===== config.mk =====
export PLATFORM = sky130hd
export DESIGN_NAME = emfsr_top
export DESIGN_NICKNAME = d
export VERILOG_FILES = /design/src/emfsr_pkg.sv /design/src/emfsr_top.sv
export VERILOG_INCLUDE_DIRS = /design/src
export SDC_FILE = /design/constraint.sdc
export NUM_CORES = 1
export LEC_CHECK = 0
export BUFFER_PORTS_ARGS = -buffer_cell sky130_fd_sc_hd__buf_4
export CAP_MARGIN = 20
export CORE_ASPECT_RATIO = 2
export CORE_MARGIN = 1.5
export CORE_UTILIZATION = 40
export DETAILED_ROUTE_END_ITERATION = 10
export GPL_TIMING_DRIVEN = 0
export PLACE_DENSITY = 0.55
export SYNTH_ARGS = -nofsm -noshare
export SYNTH_HDL_FRONTEND = slang
export SYNTH_SLANG_ARGS = --single-unit

===== constraint.sdc =====
create_clock -name clk -period 12.9 [get_ports clk]
set_clock_uncertainty 0.1 [all_clocks]
set_input_delay 3.87 -clock clk [delete_from_list [all_inputs] [get_ports clk]]
set_output_delay 3.87 -clock clk [all_outputs]
set_load 0.03 [all_outputs]

===== src/emfsr_consts.svh =====
// register offsets, field positions, reset values and counts of the eye monitor readout
// assumes inclusion by bare name from the design file
`ifndef EMFSR_CONSTS_SVH
`define EMFSR_CONSTS_SVH

`define EMFSR_REG_RANGE_PWR   8'h11
`define EMFSR_REG_OVERRIDE    8'h22
`define EMFSR_REG_FAST_SWEEP  8'h24
`define EMFSR_REG_CNT_HIGH    8'h25
`define EMFSR_REG_CNT_LOW     8'h26
`define EMFSR_REG_DWELL       8'h2A
`define EMFSR_REG_LOCK_VALID  8'h3E
`define EMFSR_REG_CHAN_SEL    8'hFF

`define EMFSR_BIT_SWEEP_EN    7
`define EMFSR_BIT_SWEEP_START 0
`define EMFSR_BIT_PWR_DOWN    5
`define EMFSR_BIT_OVERRIDE    7
`define EMFSR_BIT_LOCK_CHECK  7

`define EMFSR_RANGE_PWR_RST   8'h20
`define EMFSR_OVERRIDE_RST    8'h00
`define EMFSR_FAST_SWEEP_RST  8'h00
`define EMFSR_DWELL_RST       8'h00
`define EMFSR_LOCK_VALID_RST  8'h80
`define EMFSR_CHAN_SEL_RST    8'h00

`define EMFSR_GRID_POINTS     4096
`define EMFSR_INVALID_POINTS  2
`define EMFSR_DWELL_LSBS      10'h3FF
`define EMFSR_FIFO_DEPTH      32

`endif


===== src/emfsr_pkg.sv =====
// types shared by the eye monitor fast sweep readout
// assumes nothing of its surroundings
package emfsr_pkg;
    typedef enum logic [3:0] {
        SMB_IDLE,
        SMB_ADDR,
        SMB_ADDR_ACK,
        SMB_PTR,
        SMB_PTR_ACK,
        SMB_WDATA,
        SMB_WDATA_ACK,
        SMB_RDATA,
        SMB_RDATA_ACK
    } emfsr_smb_e;
    typedef logic [7:0]  emfsr_byte_t;
    typedef logic [15:0] emfsr_count_t;
endpackage


===== src/emfsr_top.sv =====
// eye monitor fast sweep engine, result fifo and smbus register slave
// assumes smbus pins from outside the clk domain, comparator samples on clk
`timescale 1ns/100ps
`include "emfsr_consts.svh"

module emfsr_fifo #(
    parameter int WIDTH = 16,
    parameter int DEPTH = `EMFSR_FIFO_DEPTH
) (
    input  wire logic             clk,      // core clock
    input  wire logic             sys_rst,  // async reset
    input  wire logic             clr,      // flush contents
    input  wire logic             in_valid, // write request
    output logic                  in_ready, // room available
    input  wire logic [WIDTH-1:0] in_data,  // write word
    output logic                  out_valid,// word available
    input  wire logic             out_ready,// read request
    output logic [WIDTH-1:0]      out_data  // head word
);
    localparam int AW = $clog2(DEPTH);
    logic [WIDTH-1:0] mem [DEPTH];
    logic [AW:0]      wp_r;
    logic [AW:0]      rp_r;
    logic [AW:0]      wp_nxt;
    logic [AW:0]      rp_nxt;

    assign in_ready  = (wp_r - rp_r) != (AW+1)'(DEPTH);
    assign out_valid = wp_r != rp_r;
    assign out_data  = mem[rp_r[AW-1:0]];

    always_comb begin
        wp_nxt = wp_r;
        rp_nxt = rp_r;
        if (clr) begin
            wp_nxt = '0;
            rp_nxt = '0;
        end else begin
            if (in_valid && in_ready) begin
                wp_nxt = wp_r + 1'b1;
            end
            if (out_valid && out_ready) begin
                rp_nxt = rp_r + 1'b1;
            end
        end
    end

    always_ff @(posedge clk or posedge sys_rst) begin
        if (sys_rst) begin
            wp_r <= '0;
            rp_r <= '0;
        end else begin
            wp_r <= wp_nxt;
            rp_r <= rp_nxt;
        end
    end

    always_ff @(posedge clk) begin
        if (in_valid && in_ready && !clr) begin
            mem[wp_r[AW-1:0]] <= in_data;
        end
    end
endmodule

////////////////////////////////////////////////////////////////////////////////
module emfsr_top #(
    parameter logic [6:0] DEV_ADDR = 7'h18,  // arbitrary bus address
    parameter int POINTS     = `EMFSR_GRID_POINTS,
    parameter int FIFO_DEPTH = `EMFSR_FIFO_DEPTH
) (
    input  wire logic       clk,           // core clock, 40 MHz
    input  wire logic       sys_rst,       // async reset
    input  wire logic       smb_scl,       // smbus clock pin
    input  wire logic       smb_sda_in,    // smbus data pin level
    output logic            smb_sda_out,   // smbus data drive value
    output logic            smb_sda_oe,    // smbus data pull low
    input  wire logic       sample_valid,  // one comparator sample
    input  wire logic       primary_bit,   // primary comparator decision
    input  wire logic       offset_bit,    // offset comparator decision
    input  wire logic [1:0] cdr_range,     // range chosen by cdr
    input  wire logic       cdr_eye_power, // cdr powers monitor for lock check
    output logic [5:0]      phase_offset,  // current phase step
    output logic [5:0]      volt_offset,   // current voltage step
    output logic [1:0]      eye_range,     // applied range code
    output logic            eye_power_on,  // monitor powered
    output logic            eye_override_bit, // override bit
    output logic            lock_check_en, // periodic lock check enable
    output logic [7:0]      channel_sel,   // channel select value
    output logic            sweep_busy     // sweep start bit
);
    localparam logic [12:0] LAST_RD = 13'(POINTS + `EMFSR_INVALID_POINTS - 1);
    localparam logic [12:0] NPTS    = 13'(POINTS);

    logic scl_s1, scl_s2, scl_s3, sda_s1, sda_s2, sda_s3;
    logic scl_rise, scl_fall, bus_start, bus_stop;

    emfsr_pkg::emfsr_smb_e st_r, st_nxt;
    emfsr_pkg::emfsr_byte_t sh_r, sh_nxt, ptr_r, ptr_nxt, byte_in, rd_byte;
    emfsr_pkg::emfsr_byte_t rng_r, rng_nxt, ovr_r, ovr_nxt, dwell_r, dwell_nxt;
    emfsr_pkg::emfsr_byte_t lck_r, lck_nxt, chs_r, chs_nxt;
    emfsr_pkg::emfsr_count_t cur_r, cur_nxt, err_r, err_nxt, f_data;
    logic [2:0]  cnt_r, cnt_nxt;
    logic [12:0] rdcnt_r, rdcnt_nxt, idx_r, idx_nxt;
    logic [17:0] samp_r, samp_nxt, target;
    logic rw_r, rw_nxt, oe_r, oe_nxt, ack_r, ack_nxt, fen_r, fen_nxt;
    logic busy_r, busy_nxt, rov_r, rov_nxt, lsb_r, lsb_nxt;
    logic wr_en, rd_ld, adv, start_pulse, push, f_in_ready, f_valid, pop;

    // two-stage synchronisers, third stage only for edge finding
    always_ff @(posedge clk or posedge sys_rst) begin
        if (sys_rst) begin
            {scl_s1, scl_s2, scl_s3} <= 3'h7;
            {sda_s1, sda_s2, sda_s3} <= 3'h7;
        end else begin
            {scl_s1, scl_s2, scl_s3} <= {smb_scl, scl_s1, scl_s2};
            {sda_s1, sda_s2, sda_s3} <= {smb_sda_in, sda_s1, sda_s2};
        end
    end
    assign scl_rise  = scl_s2 && !scl_s3;
    assign scl_fall  = !scl_s2 && scl_s3;
    assign bus_start = scl_s2 && scl_s3 && sda_s3 && !sda_s2;
    assign bus_stop  = scl_s2 && scl_s3 && !sda_s3 && sda_s2;
    assign byte_in   = {sh_r[6:0], sda_s2};

    // read mux without side effects
    always_comb begin
        case (ptr_r)
            `EMFSR_REG_RANGE_PWR:  rd_byte = rng_r;
            `EMFSR_REG_OVERRIDE:   rd_byte = ovr_r;
            `EMFSR_REG_FAST_SWEEP: rd_byte = {fen_r, 6'h00, busy_r};
            `EMFSR_REG_CNT_HIGH:   rd_byte = lsb_r ? cur_r[7:0] : cur_r[15:8];
            `EMFSR_REG_CNT_LOW:    rd_byte = cur_r[7:0];
            `EMFSR_REG_DWELL:      rd_byte = dwell_r;
            `EMFSR_REG_LOCK_VALID: rd_byte = lck_r;
            `EMFSR_REG_CHAN_SEL:   rd_byte = chs_r;
            default:               rd_byte = 8'h00;
        endcase
    end

    ////////////////////////////////////////////////////////////////////////////
    // smbus slave, registers and readout pairing
    always_comb begin
        st_nxt = st_r;  sh_nxt = sh_r;  cnt_nxt = cnt_r;  rw_nxt = rw_r;
        ptr_nxt = ptr_r;  oe_nxt = oe_r;  ack_nxt = ack_r;
        rng_nxt = rng_r;  ovr_nxt = ovr_r;  fen_nxt = fen_r;  busy_nxt = busy_r;
        dwell_nxt = dwell_r;  lck_nxt = lck_r;  chs_nxt = chs_r;  rov_nxt = rov_r;
        lsb_nxt = lsb_r;  cur_nxt = cur_r;  rdcnt_nxt = rdcnt_r;
        wr_en = 1'b0;  rd_ld = 1'b0;  adv = 1'b0;  start_pulse = 1'b0;
        pop = 1'b0;
        if (bus_stop) begin
            st_nxt = emfsr_pkg::SMB_IDLE;
            oe_nxt = 1'b0;
        end else if (bus_start) begin
            st_nxt  = emfsr_pkg::SMB_ADDR;
            cnt_nxt = 3'h0;
            oe_nxt  = 1'b0;
        end else begin
            case (st_r)
                emfsr_pkg::SMB_ADDR, emfsr_pkg::SMB_PTR, emfsr_pkg::SMB_WDATA: begin
                    if (scl_rise) begin
                        sh_nxt  = byte_in;
                        cnt_nxt = cnt_r + 3'h1;
                        if (cnt_r == 3'h7) begin
                            if (st_r == emfsr_pkg::SMB_ADDR) begin
                                st_nxt = (byte_in[7:1] == DEV_ADDR) ?
                                         emfsr_pkg::SMB_ADDR_ACK : emfsr_pkg::SMB_IDLE;
                                rw_nxt = byte_in[0];
                            end else if (st_r == emfsr_pkg::SMB_PTR) begin
                                ptr_nxt = byte_in;
                                st_nxt  = emfsr_pkg::SMB_PTR_ACK;
                            end else begin
                                wr_en  = 1'b1;
                                st_nxt = emfsr_pkg::SMB_WDATA_ACK;
                            end
                        end
                    end
                end
                emfsr_pkg::SMB_ADDR_ACK, emfsr_pkg::SMB_PTR_ACK,
                emfsr_pkg::SMB_WDATA_ACK: begin
                    if (scl_fall) begin
                        oe_nxt = !oe_r;
                        if (oe_r) begin
                            cnt_nxt = 3'h0;
                            if (st_r == emfsr_pkg::SMB_ADDR_ACK && rw_r) begin
                                rd_ld = 1'b1;
                            end else if (st_r == emfsr_pkg::SMB_ADDR_ACK) begin
                                st_nxt = emfsr_pkg::SMB_PTR;
                            end else begin
                                st_nxt = emfsr_pkg::SMB_WDATA;
                            end
                        end
                    end
                end
                emfsr_pkg::SMB_RDATA: begin
                    if (scl_fall) begin
                        if (cnt_r == 3'h7) begin
                            oe_nxt  = 1'b0;
                            cnt_nxt = 3'h0;
                            st_nxt  = emfsr_pkg::SMB_RDATA_ACK;
                        end else begin
                            sh_nxt  = {sh_r[6:0], 1'b0};
                            oe_nxt  = !sh_r[6];
                            cnt_nxt = cnt_r + 3'h1;
                        end
                    end
                end
                emfsr_pkg::SMB_RDATA_ACK: begin
                    if (scl_rise) begin
                        ack_nxt = !sda_s2;
                        cnt_nxt = 3'h1;
                    end else if (scl_fall && cnt_r == 3'h1) begin
                        if (ack_r) begin
                            rd_ld = 1'b1;
                        end else begin
                            st_nxt = emfsr_pkg::SMB_IDLE;
                        end
                    end
                end
                default: st_nxt = emfsr_pkg::SMB_IDLE;
            endcase
        end
        if (rd_ld) begin
            st_nxt  = emfsr_pkg::SMB_RDATA;
            sh_nxt  = rd_byte;
            oe_nxt  = !rd_byte[7];
            cnt_nxt = 3'h0;
            if (ptr_r != `EMFSR_REG_CNT_HIGH) begin
                ptr_nxt = ptr_r + 8'h01;
            end
            if (ptr_r == `EMFSR_REG_CNT_HIGH) begin
                lsb_nxt = !lsb_r;
                adv     = lsb_r;
            end else if (ptr_r == `EMFSR_REG_CNT_LOW) begin
                lsb_nxt = 1'b0;
                adv     = lsb_r;
            end
        end
        // load next point after both bytes
        if (adv) begin
            rdcnt_nxt = rdcnt_r + 13'h0001;
            // leading pairs carry no point, so the fifo head is kept for later
            if (rdcnt_r != 13'h0000 && rdcnt_r != LAST_RD) begin
                pop     = f_valid;
                cur_nxt = f_valid ? f_data : cur_r;
            end
            if (rdcnt_r == LAST_RD) begin
                busy_nxt = 1'b0;
            end
        end
        if (wr_en) begin
            ptr_nxt = ptr_r + 8'h01;
            case (ptr_r)
                `EMFSR_REG_RANGE_PWR: begin
                    rng_nxt = byte_in;
                    rov_nxt = 1'b1;
                end
                `EMFSR_REG_OVERRIDE:   ovr_nxt = byte_in;
                `EMFSR_REG_DWELL:      dwell_nxt = byte_in;
                `EMFSR_REG_LOCK_VALID: lck_nxt = byte_in;
                `EMFSR_REG_CHAN_SEL:   chs_nxt = byte_in;
                `EMFSR_REG_FAST_SWEEP: begin
                    fen_nxt = byte_in[`EMFSR_BIT_SWEEP_EN];
                    if (byte_in[`EMFSR_BIT_SWEEP_EN] && byte_in[`EMFSR_BIT_SWEEP_START]) begin
                        busy_nxt    = 1'b1;
                        start_pulse = 1'b1;
                        lsb_nxt     = 1'b0;
                        cur_nxt     = 16'h0000;
                        rdcnt_nxt   = 13'h0000;
                    end else if (!byte_in[`EMFSR_BIT_SWEEP_EN]) begin
                        busy_nxt = 1'b0;
                    end
                end
                default: ;
            endcase
        end
    end

    always_ff @(posedge clk or posedge sys_rst) begin
        if (sys_rst) begin
            st_r <= emfsr_pkg::SMB_IDLE;  sh_r <= 8'h00;  cnt_r <= 3'h0;
            rw_r <= 1'b0;  ptr_r <= 8'h00;  oe_r <= 1'b0;  ack_r <= 1'b0;
            rng_r <= `EMFSR_RANGE_PWR_RST;
            ovr_r <= `EMFSR_OVERRIDE_RST;  dwell_r <= `EMFSR_DWELL_RST;
            lck_r <= `EMFSR_LOCK_VALID_RST;  chs_r <= `EMFSR_CHAN_SEL_RST;
            fen_r <= 1'b0;  busy_r <= 1'b0;  rov_r <= 1'b0;  lsb_r <= 1'b0;
            cur_r <= 16'h0000;  rdcnt_r <= 13'h0000;
        end else begin
            st_r <= st_nxt;  sh_r <= sh_nxt;  cnt_r <= cnt_nxt;
            rw_r <= rw_nxt;  ptr_r <= ptr_nxt;  oe_r <= oe_nxt;  ack_r <= ack_nxt;
            rng_r <= rng_nxt;  ovr_r <= ovr_nxt;  dwell_r <= dwell_nxt;
            lck_r <= lck_nxt;  chs_r <= chs_nxt;
            fen_r <= fen_nxt;  busy_r <= busy_nxt;  rov_r <= rov_nxt;  lsb_r <= lsb_nxt;
            cur_r <= cur_nxt;  rdcnt_r <= rdcnt_nxt;
        end
    end

    ////////////////////////////////////////////////////////////////////////////
    // sweep engine: counts disagreements, runs ahead of the reader
    assign target = {dwell_r, `EMFSR_DWELL_LSBS};

    always_comb begin
        idx_nxt  = idx_r;
        samp_nxt = samp_r;
        err_nxt  = err_r;
        push     = 1'b0;
        if (start_pulse) begin
            idx_nxt  = 13'h0000;
            samp_nxt = 18'h00000;
            err_nxt  = 16'h0000;
        end else if (busy_r && idx_r != NPTS) begin
            if (samp_r == target) begin
                push = 1'b1;
                if (f_in_ready) begin
                    idx_nxt  = idx_r + 13'h0001;
                    samp_nxt = 18'h00000;
                    err_nxt  = 16'h0000;
                end
            end else if (sample_valid) begin
                samp_nxt = samp_r + 18'h00001;
                if (primary_bit != offset_bit && err_r != 16'hFFFF) begin
                    err_nxt = err_r + 16'h0001;
                end
            end
        end
    end

    always_ff @(posedge clk or posedge sys_rst) begin
        if (sys_rst) begin
            idx_r  <= 13'h0000;
            samp_r <= 18'h00000;
            err_r  <= 16'h0000;
        end else begin
            idx_r  <= idx_nxt;
            samp_r <= samp_nxt;
            err_r  <= err_nxt;
        end
    end

    emfsr_fifo #(.WIDTH(16), .DEPTH(FIFO_DEPTH)) u_fifo (
        .clk       (clk),
        .sys_rst   (sys_rst),
        .clr       (start_pulse),
        .in_valid  (push),
        .in_ready  (f_in_ready),
        .in_data   (err_r),
        .out_valid (f_valid),
        .out_ready (pop),
        .out_data  (f_data)
    );

    assign phase_offset     = idx_r[5:0];
    assign volt_offset      = idx_r[11:6];
    assign eye_range        = rov_r ? rng_r[7:6] : cdr_range;
    assign eye_power_on     = !rng_r[`EMFSR_BIT_PWR_DOWN] || cdr_eye_power;
    assign eye_override_bit = ovr_r[`EMFSR_BIT_OVERRIDE];
    assign lock_check_en    = lck_r[`EMFSR_BIT_LOCK_CHECK];
    assign channel_sel      = chs_r;
    assign sweep_busy       = busy_r;
    assign smb_sda_out      = 1'b0;
    assign smb_sda_oe       = oe_r;
endmodule


Word level (Yosys, flattened, before mapping) --
Memories as Yosys holds them, arrays and structs flattened. Cells that the tools add are included.
Storage, ports and cells: register bits 163, memory bits (writable) 512, bits of input ports 10, output and inout bits 28, logic and storage cells 270, memories kept 1
Memory list:
- u_fifo.mem | words 32, bits a word 16, rd ports 1, clocked after memory_dff 0, write ports 1, line emfsr_top.sv:21 | logic [WIDTH-1:0] mem [DEPTH];
Cells by class: add/sub/neg operators 9, equal/unequal tests 49, mux-type cells 125, bitwise logic cells 2, reductions and logical operators 55
Operators by type and width (number):
- $mux W16 | 12
- $mux W13 | 8
- $mux W18 | 5
- $mux W8 | 11
- $pmux W8 S8 | 1
- $mux W4 | 13
- $ne A5 B5 Y1 const B | 10
- $eq A8 B6 Y1 const B | 6
- $mux W1 | 46
- $mux W7 | 6
- $mux W3 | 11
- $add A13 B1 Y13 const B | 2
- $ne A13 B13 Y1 const B | 2
- $mux W6 | 4
- $ne A4 B4 Y1 const B | 5
- $add A18 B1 Y18 const B | 1
- $eq A18 B18 Y1 | 1
- $add A16 B1 Y16 const B | 1
- $eq A4 B3 Y1 const B | 4
- $logic_and A1 B1 Y1 | 16
- $ne A16 B16 Y1 const B | 1
- $pmux W4 S4 | 1
- $pmux W7 S2 | 1
- $eq A13 B13 Y1 const B | 1
- 37 further kinds | 71

Depth between registers and ports, before layout --
Gate-level depths: netlist (run 1).
depth in word-level cells 14, mapped depth 13, depth with buffers taken out 8

Hierarchy --
From an unflattened synthesis (run 1), not the netlist that was laid out.
Unflattened totals: cell total of the unflattened synthesis 1776, area, all modules 28807.6 µm²
By module, submodules not included:
- emfsr_fifo | instances 1, cells an instance 911, area an instance 20473.4 µm², sequential area each 15675.0 µm²
- emfsr_top | instances 1, cells an instance 865, area an instance 8334.2 µm², sequential area each 3788.6 µm²

Worst setup path after synthesis (run 1) --
OpenSTA, ideal clock, no wires.
path type input -> output, from in cdr_range[0], to out eye_range[0], arrival time 4.199 ns, required time 8.930 ns, setup slack 4.731 ns, cell stages on the path 1, cells stage by stage mux2_2
On the way: longest elaborated chain between the ends 1
Ends and longest elaborated chain:
- start: declaration | line emfsr_top.sv:79 | input wire logic [1:0] cdr_range,
- $mux W2 | line emfsr_top.sv:352 | assign eye_range = rov_r ? rng_r[7:6] : cdr_range;
- end: declaration | line emfsr_top.sv:83 | output logic [1:0] eye_range,
No other way between the ends.

Final worst setup path (run 1) --
Same ends and word-level chain as after synthesis.

==> impl_metrics.json, run 1 <==
{
  "status": "finished, final reports clean",
  "synth_top_cell_area_share_pct": 53.7,
  "drv_cap": 0,
  "hold_path.class": "reg -> reg",
  "final_antenna_net_count": 0,
  "relSlewSlack_pct": 27.9,
  "drive_gt1_share_pct": 25.2,
  "grt_pass1_wl_mm": 115,
  "hold_path_depth": 0,
  "synth_fp_nets": 1777,
  "r2r_end": "u_fifo.mem[29][1]",
  "boundaryPins": 38,
  "post_cts_resize_count": 0,
  "synth_top_family_by_area": "multiplexers",
  "worstSetupPathType": "in -> out",
  "root_buffer": "clkbuf_16",
  "r2r-start": "u_fifo.rp_r[1]",
  "start_util_pct": 40.4,
  "dieArea_sq_um": 73300,
  "grt_max_degree": 118,
  "setup_viol": 0,
  "period_needed_ns": 8.36,
  "cts_tree": "yes",
  "rrSetupSlack_ns": 7.71,
  "clk_pin_slew_ns": 0.07,
  "synth-seq-area-share_pct": 68.0,
  "synth_top_cell_by_area": "edfxtp_1",
  "critPathRequiredTime_ns": 8.93,
  "crit_start": "cdr_range[0]",
  "n_antenna_cell": 0,
  "p_leak_nw": 9.78,
  "yosysWarnings": 0,
  "finalHoldViolations": 0,
  "finalSetupTns_ns": 0,
  "netlist_area_sq_um": 28600,
  "vias": 16427,
  "gr-total-overflow": 0,
  "antenna_found_initial": 0,
  "rr_worst_depth": 12,
  "fin_crit_sh_pct": 64.8,
  "first_pass_iters": 5,
  "yosys.area_share.simple_pct": 7.81,
  "cts_made_buffers": 58,
  "clockBufferDepth": 3,
  "place_congestion": 0.964,
  "holdPathEnd": "scl_s2",
  "ys_seq_elements": 675,
  "die_x_microns": 192,
  "hpwl_mm": 57.4,
  "clock_latency_ns": 0.62,
  "synthArstFlopShare_pct": 24.1,
  "avgSynthCellArea_sq_um": 16.4,
  "wl_per_cell_microns": 27.7,
  "muxShareOfSynthArea_pct": 14.9,
  "first_global_vias": 17230,
  "rsz0062_at_grt": "false",
  "max_slew.worst_pin.slew_ns": 1.05,
  "synth_compound_area_share_pct": 4.81,
  "drc": 0,
  "cts.sinks": 675,
  "yosysUniqueCellTypes": 80,
  "wl_mm": 78.8,
  "rows": 138,
  "ys.flop_type": "edfxtp_1",
  "slew_violations": 0,
  "total_power_mw": 4.46,
  "core_sq_um": 70800,
  "synthCells": 1743,
  "port_buffers": 36,
  "synth_area_leaders": "edfxtp_1 54%, dfrtp_1 14%, mux4_2 13%",
  "power_density_nw_per_um2": 135,
  "synth_xor_xnor_area_share_pct": 1.29,
  "cts_setup_buffers": 0,
  "clock.fmax_mhz": 120,
  "syn2layout_area_growth_pct": 15.4,
  "grt_usage_pct": 21.8,
  "cp_max_fo": 1,
  "htree_levels": 2,
  "cp-start-kind": "primary input",
  "fin_nets": 1922,
  "arrival_ns": 4.39,
  "end_kind": "output port",
  "fp.dieH_microns": 381,
  "drtIter0Drc": 1220,
  "vdd_drop_max_mv": 0.129,
  "synth-edff-count": 512,
  "min_from": "scl_s1",
  "viasPerCell": 5.77,
  "ctsHoldBuffers": 0,
  "synth_fa_ha_area_share_pct": 1.05
}
## worst max path at each step
stage,cells past startpoint,slack [ns],end
6_report,3,4.54,eye_range[0]
5_1_grt,3,4.52,eye_range[0]
4_1_cts,3,4.54,eye_range[0]
3_5_place_dp,3,4.54,eye_range[0]
3_3_place_gp,2,2.37,rng_r[2]
2_1_floorplan,1,4.54,ack_r
## sequential cells by signal (all words and copies together), names as in the netlist, 8 cells and up
name and count:
u_fifo.mem 512, samp_r 18, cur_r 16, err_r 16, idx_r 13, rdcnt_r 13, channel_sel 8, dwell_r 8
lck_r 8, ovr_r 8, ptr_r 8, rng_r 8
## cell families (layout without fill, tap and decap cells)
kind of cell | after synthesis | after routing
xor gates and xnor gates | 42 | 42
AOI/OAI and AO/OA | 207 | 207
other | 1 | 1
muxes | 219 | 219
DFF | 675 | 675
adders and majority gates | 24 | 24
buffers and inverters | 142 | 335
and+or+nand+nor | 433 | 433
## critical path, stage by stage
cell and delay [ns]:
buf_4 0.10, mux2_2 0.25, buf_4 0.17
## synth_stat cells (12+ instances only)
| library cell | instances |
|---|---|
| xnor2_1 | 23 |
| nand3_1 | 82 |
| buf_1 | 12 |
| ha_1 | 24 |
| xor2_1 | 19 |
| mux2_2 | 48 |
| nand2_1 | 90 |
| o211ai_1 | 18 |
| nor2_1 | 103 |
| o31ai_1 | 14 |
| edfxtp_1 | 512 |
| dfrtp_1 | 155 |
| mux4_2 | 160 |
| buf_4 | 14 |
| clkbuf_1 | 59 |
| buf_2 | 24 |
| o21ai_0 | 48 |
| nand4_1 | 20 |
| a21oi_1 | 55 |
| inv_1 | 31 |
| or3_1 | 25 |
## area by class of cell
class | count | area, sq um
plain buffers | 109 | 492
clock inverters | 40 | 458
flip-flops and latches | 675 | 19500
fillers | 6077 | 37800
clock buffers | 68 | 1490
multi-input cells | 926 | 8620
repair buffers | 85 | 1240
well taps | 910 | 1140
inverters | 33 | 131
## power breakdown
| group | switching (mW) | internal [mW] | total (mW) |
|---|---|---|---|
| logic | 0.162 | 0.0967 | 0.259 |
| registers | 0.0370 | 2.34 | 2.38 |
| clock network | 0.816 | 1.01 | 1.83 |
| total | 1.01 | 3.44 | 4.46 |
## per-stage QoR
step	instances	worst slack [ns]	hold slack (ns)	area (sq um)	util (%)
after floorplan	1743	4.54	0.245	28600	-
after global placement	2689	2.37	0.250	30000	42.4
after detailed placement	2735	4.54	0.250	31000	43.8
after CTS	2843	4.54	0.259	33000	46.6
after global routing	2846	4.52	0.264	33000	46.7
final	2846	4.54	0.258	33000	46.7
## cells in the final DEF (no fill, tap or decap), types with 10 or more instances in the layout
cell / instances
a21oi_1: 55
and3_1: 11
buf_1: 12
buf_16: 18
buf_2: 24
buf_4: 50
buf_8: 30
clkbuf_1: 69
clkbuf_16: 58
clkinv_1: 13
clkinv_2: 10
dfrtp_1: 154
edfxtp_1: 512
ha_1: 24
inv_1: 30
mux2_2: 48
mux2i_1: 11
mux4_2: 160
nand2_1: 90
nand3_1: 82
nand4_1: 20
nor2_1: 71
nor2_2: 34
nor3_1: 11
o211ai_1: 18
o21ai_0: 48
o31ai_1: 14
or3_1: 25
or4_1: 11
xnor2_1: 23
xor2_1: 19
## layer usage
layer	GRT usage (%)	wire, microns	vias to the layer above
met5	0	0	-
met4	12.0	4700	0
met3	2.30	2840	153
met2	42.5	45300	479
met1	22.0	26000	8635
li1	-	-	7160
Note: power is estimated with default switching activity, not from simulation.
==> inputs of run 2 (changes only) <==
PLACE_DENSITY = 0.57   (was 0.55)
clock period = 7.45 ns   (was 12.9 ns; I/O delays follow)
==> run 2 against run 1 <==
  * Worst setup slack got worse by 2.5 ns
  * Global-route usage decreased by 0.82 points
  * Critical path depth grew 9
  * Via count decreased by 0.71%
  * First-iteration DRC count fell by 12%
  * Hold slack improved by 0.0016 ns
  * Count of clock-buffer cells in the layout increased by 2
  * Sequential cell count did not move
  * Routed wire length decreased by 4.5%
  * Combinational power is 70% higher
==> impl_metrics.json, run 2 (synthesis gave the netlist of run 1 again) <==
{
  "status": "finished, final reports clean",
  "cp_top_family": "buffers and inverters",
  "r2r_end": "u_fifo.mem[13][4]",
  "min_from": "scl_s1",
  "drtIter0Drc": 1068,
  "post_cts_resize_count": 0,
  "cp_max_fo": 10,
  "wl_mm": 75.3,
  "first_global_vias": 17362,
  "max_slew.worst_pin.slew_ns": 1.04,
  "path_buf_inv": 5,
  "hold_slack_ns": 0.260,
  "clk_pin_slew_ns": 0.07,
  "clock.fmax_mhz": 185,
  "ctsHoldBuffers": 0,
  "vias": 16311,
  "drv_cap": 0,
  "post-route-util_pct": 46.5,
  "dieArea_sq_um": 73300,
  "first_pass_iters": 5,
  "layout_common_cells": "512 x edfxtp_1, 160 x mux4_2, 155 x dfrtp_1, 90 x nand2_1, 82 x nand3_1",
  "rr_worst_depth": 12,
  "boundaryPins": 38,
  "grt_usage_pct": 21.0,
  "vdd_drop_max_mv": 0.183,
  "finalSetupTns_ns": 0,
  "period_needed_ns": 5.40,
  "cts_tree": "yes",
  "core_sq_um": 70800,
  "n_antenna_cell": 0,
  "final_antenna_net_count": 0,
  "cp-start-kind": "flop",
  "port_buffers": 36,
  "arrival_ns": 5.63,
  "hpwl_mm": 55.2,
  "relSlewSlack_pct": 30.2,
  "cts_setup_buffers": 0,
  "finalHoldViolations": 0,
  "rows": 138,
  "fin_crit_sh_pct": 72.5,
  "viasPerCell": 5.74,
  "crit_path_cell_trace": "clkbuf_1 > clkbuf_1 > clkbuf_1 > inv_1 > ha_1 > nor2b_1 > o21bai_1 > and3_1 > o311a_1 > nand3_1 > nor2_2 > buf_8",
  "antenna_found_initial": 0,
  "largest_reg_flops": 512,
  "p_leak_nw": 9.76,
  "cp_slowest_cell": "nor2_2",
  "fp.dieH_microns": 381,
  "slew_violations": 0,
  "grt_max_degree": 121,
  "gr-total-overflow": 0,
  "die_x_microns": 192,
  "htree_levels": 2,
  "cp_slowest_stage_delay_ns": 0.76,
  "cts.sinks": 675,
  "crit_top_cell": "clkbuf_1",
  "syn2layout_area_growth_pct": 15.1,
  "hold_path.class": "reg -> reg",
  "worstSetupPathType": "reg -> reg",
  "final_common_cell": "edfxtp_1",
  "fin_nets": 1920,
  "rsz0062_at_grt": "false",
  "r2r-start": "u_fifo.rp_r[1]",
  "critPathRequiredTime_ns": 7.68,
  "root_buffer": "clkbuf_16",
  "clock_latency_ns": 0.62,
  "rrSetupSlack_ns": 2.05,
  "wl_per_cell_microns": 26.5,
  "clockBufferDepth": 3,
  "hold_path_depth": 0,
  "power_density_nw_per_um2": 232,
  "place_congestion": 0.977,
  "setup_viol": 0,
  "holdPathEnd": "scl_s2",
  "start_util_pct": 40.4,
  "drc": 0,
  "cts_made_buffers": 57,
  "grt_pass1_wl_mm": 113,
  "end_kind": "flop",
  "drive_gt1_share_pct": 25.2
}
[run 2: power by group]
group / total, mW / switching (mW) / leakage (nW) / internal, mW
Clock: 3.09 / 1.38 / 0.945 / 1.72
Combinational: 0.441 / 0.273 / 3.06 / 0.168
Sequential: 4.11 / 0.0641 / 5.75 / 4.05
[run 2: layout make-up]
class,instances,area [sq um]
Buffer,109,492
Clock buffer,70,1540
Clock inverter,37,379
Fill cell,6054,37900
Inverter,33,131
Multi-Input combinational cell,926,8620
Sequential cell,675,19500
Tap cell,910,1140
Timing Repair Buffer,84,1170
[run 2: how the worst max path moves through the flow]
stage	from	endpoint	slack [ns]	cells after the start
after floorplan	sys_rst	ack_r	0.72	1
after global placement	sys_rst	ptr_r[2]	-1.46	2
after detailed placement	u_fifo.rp_r[1]	u_fifo.mem[13][6]	1.99	12
after CTS	u_fifo.rp_r[1]	u_fifo.mem[13][4]	1.97	12
after global routing	u_fifo.rp_r[1]	u_fifo.mem[13][1]	1.78	12
final	u_fifo.rp_r[1]	u_fifo.mem[13][4]	2.05	12
[run 2: layer usage]
layer  vias to the layer above  track usage, %  part of all wire, %  routed length, microns
met2                       422            39.6                   56                   41900
li1                       7149               -                    -                       -
met4                         0            13.3                  7.2                    5440
met3                       189            2.20                  3.1                    2310
met5                         -               0                    0                       0
met1                      8551            21.6                   34                   25700
[run 2: through the flow]
| stage | area, sq um | std cells | worst slack, ns | power, mW |
|---|---|---|---|---|
| 6_report | 32900 | 2844 | 2.05 | 7.65 |
| 4_1_cts | 32800 | 2840 | 1.97 | 7.70 |
| 2_1_floorplan | 28600 | 1743 | 0.723 | 4.47 |
| 3_3_place_gp | 30000 | 2689 | -1.46 | 4.62 |
| 5_1_grt | 32900 | 2844 | 1.78 | 7.89 |
| 3_5_place_dp | 30900 | 2733 | 1.99 | 4.63 |
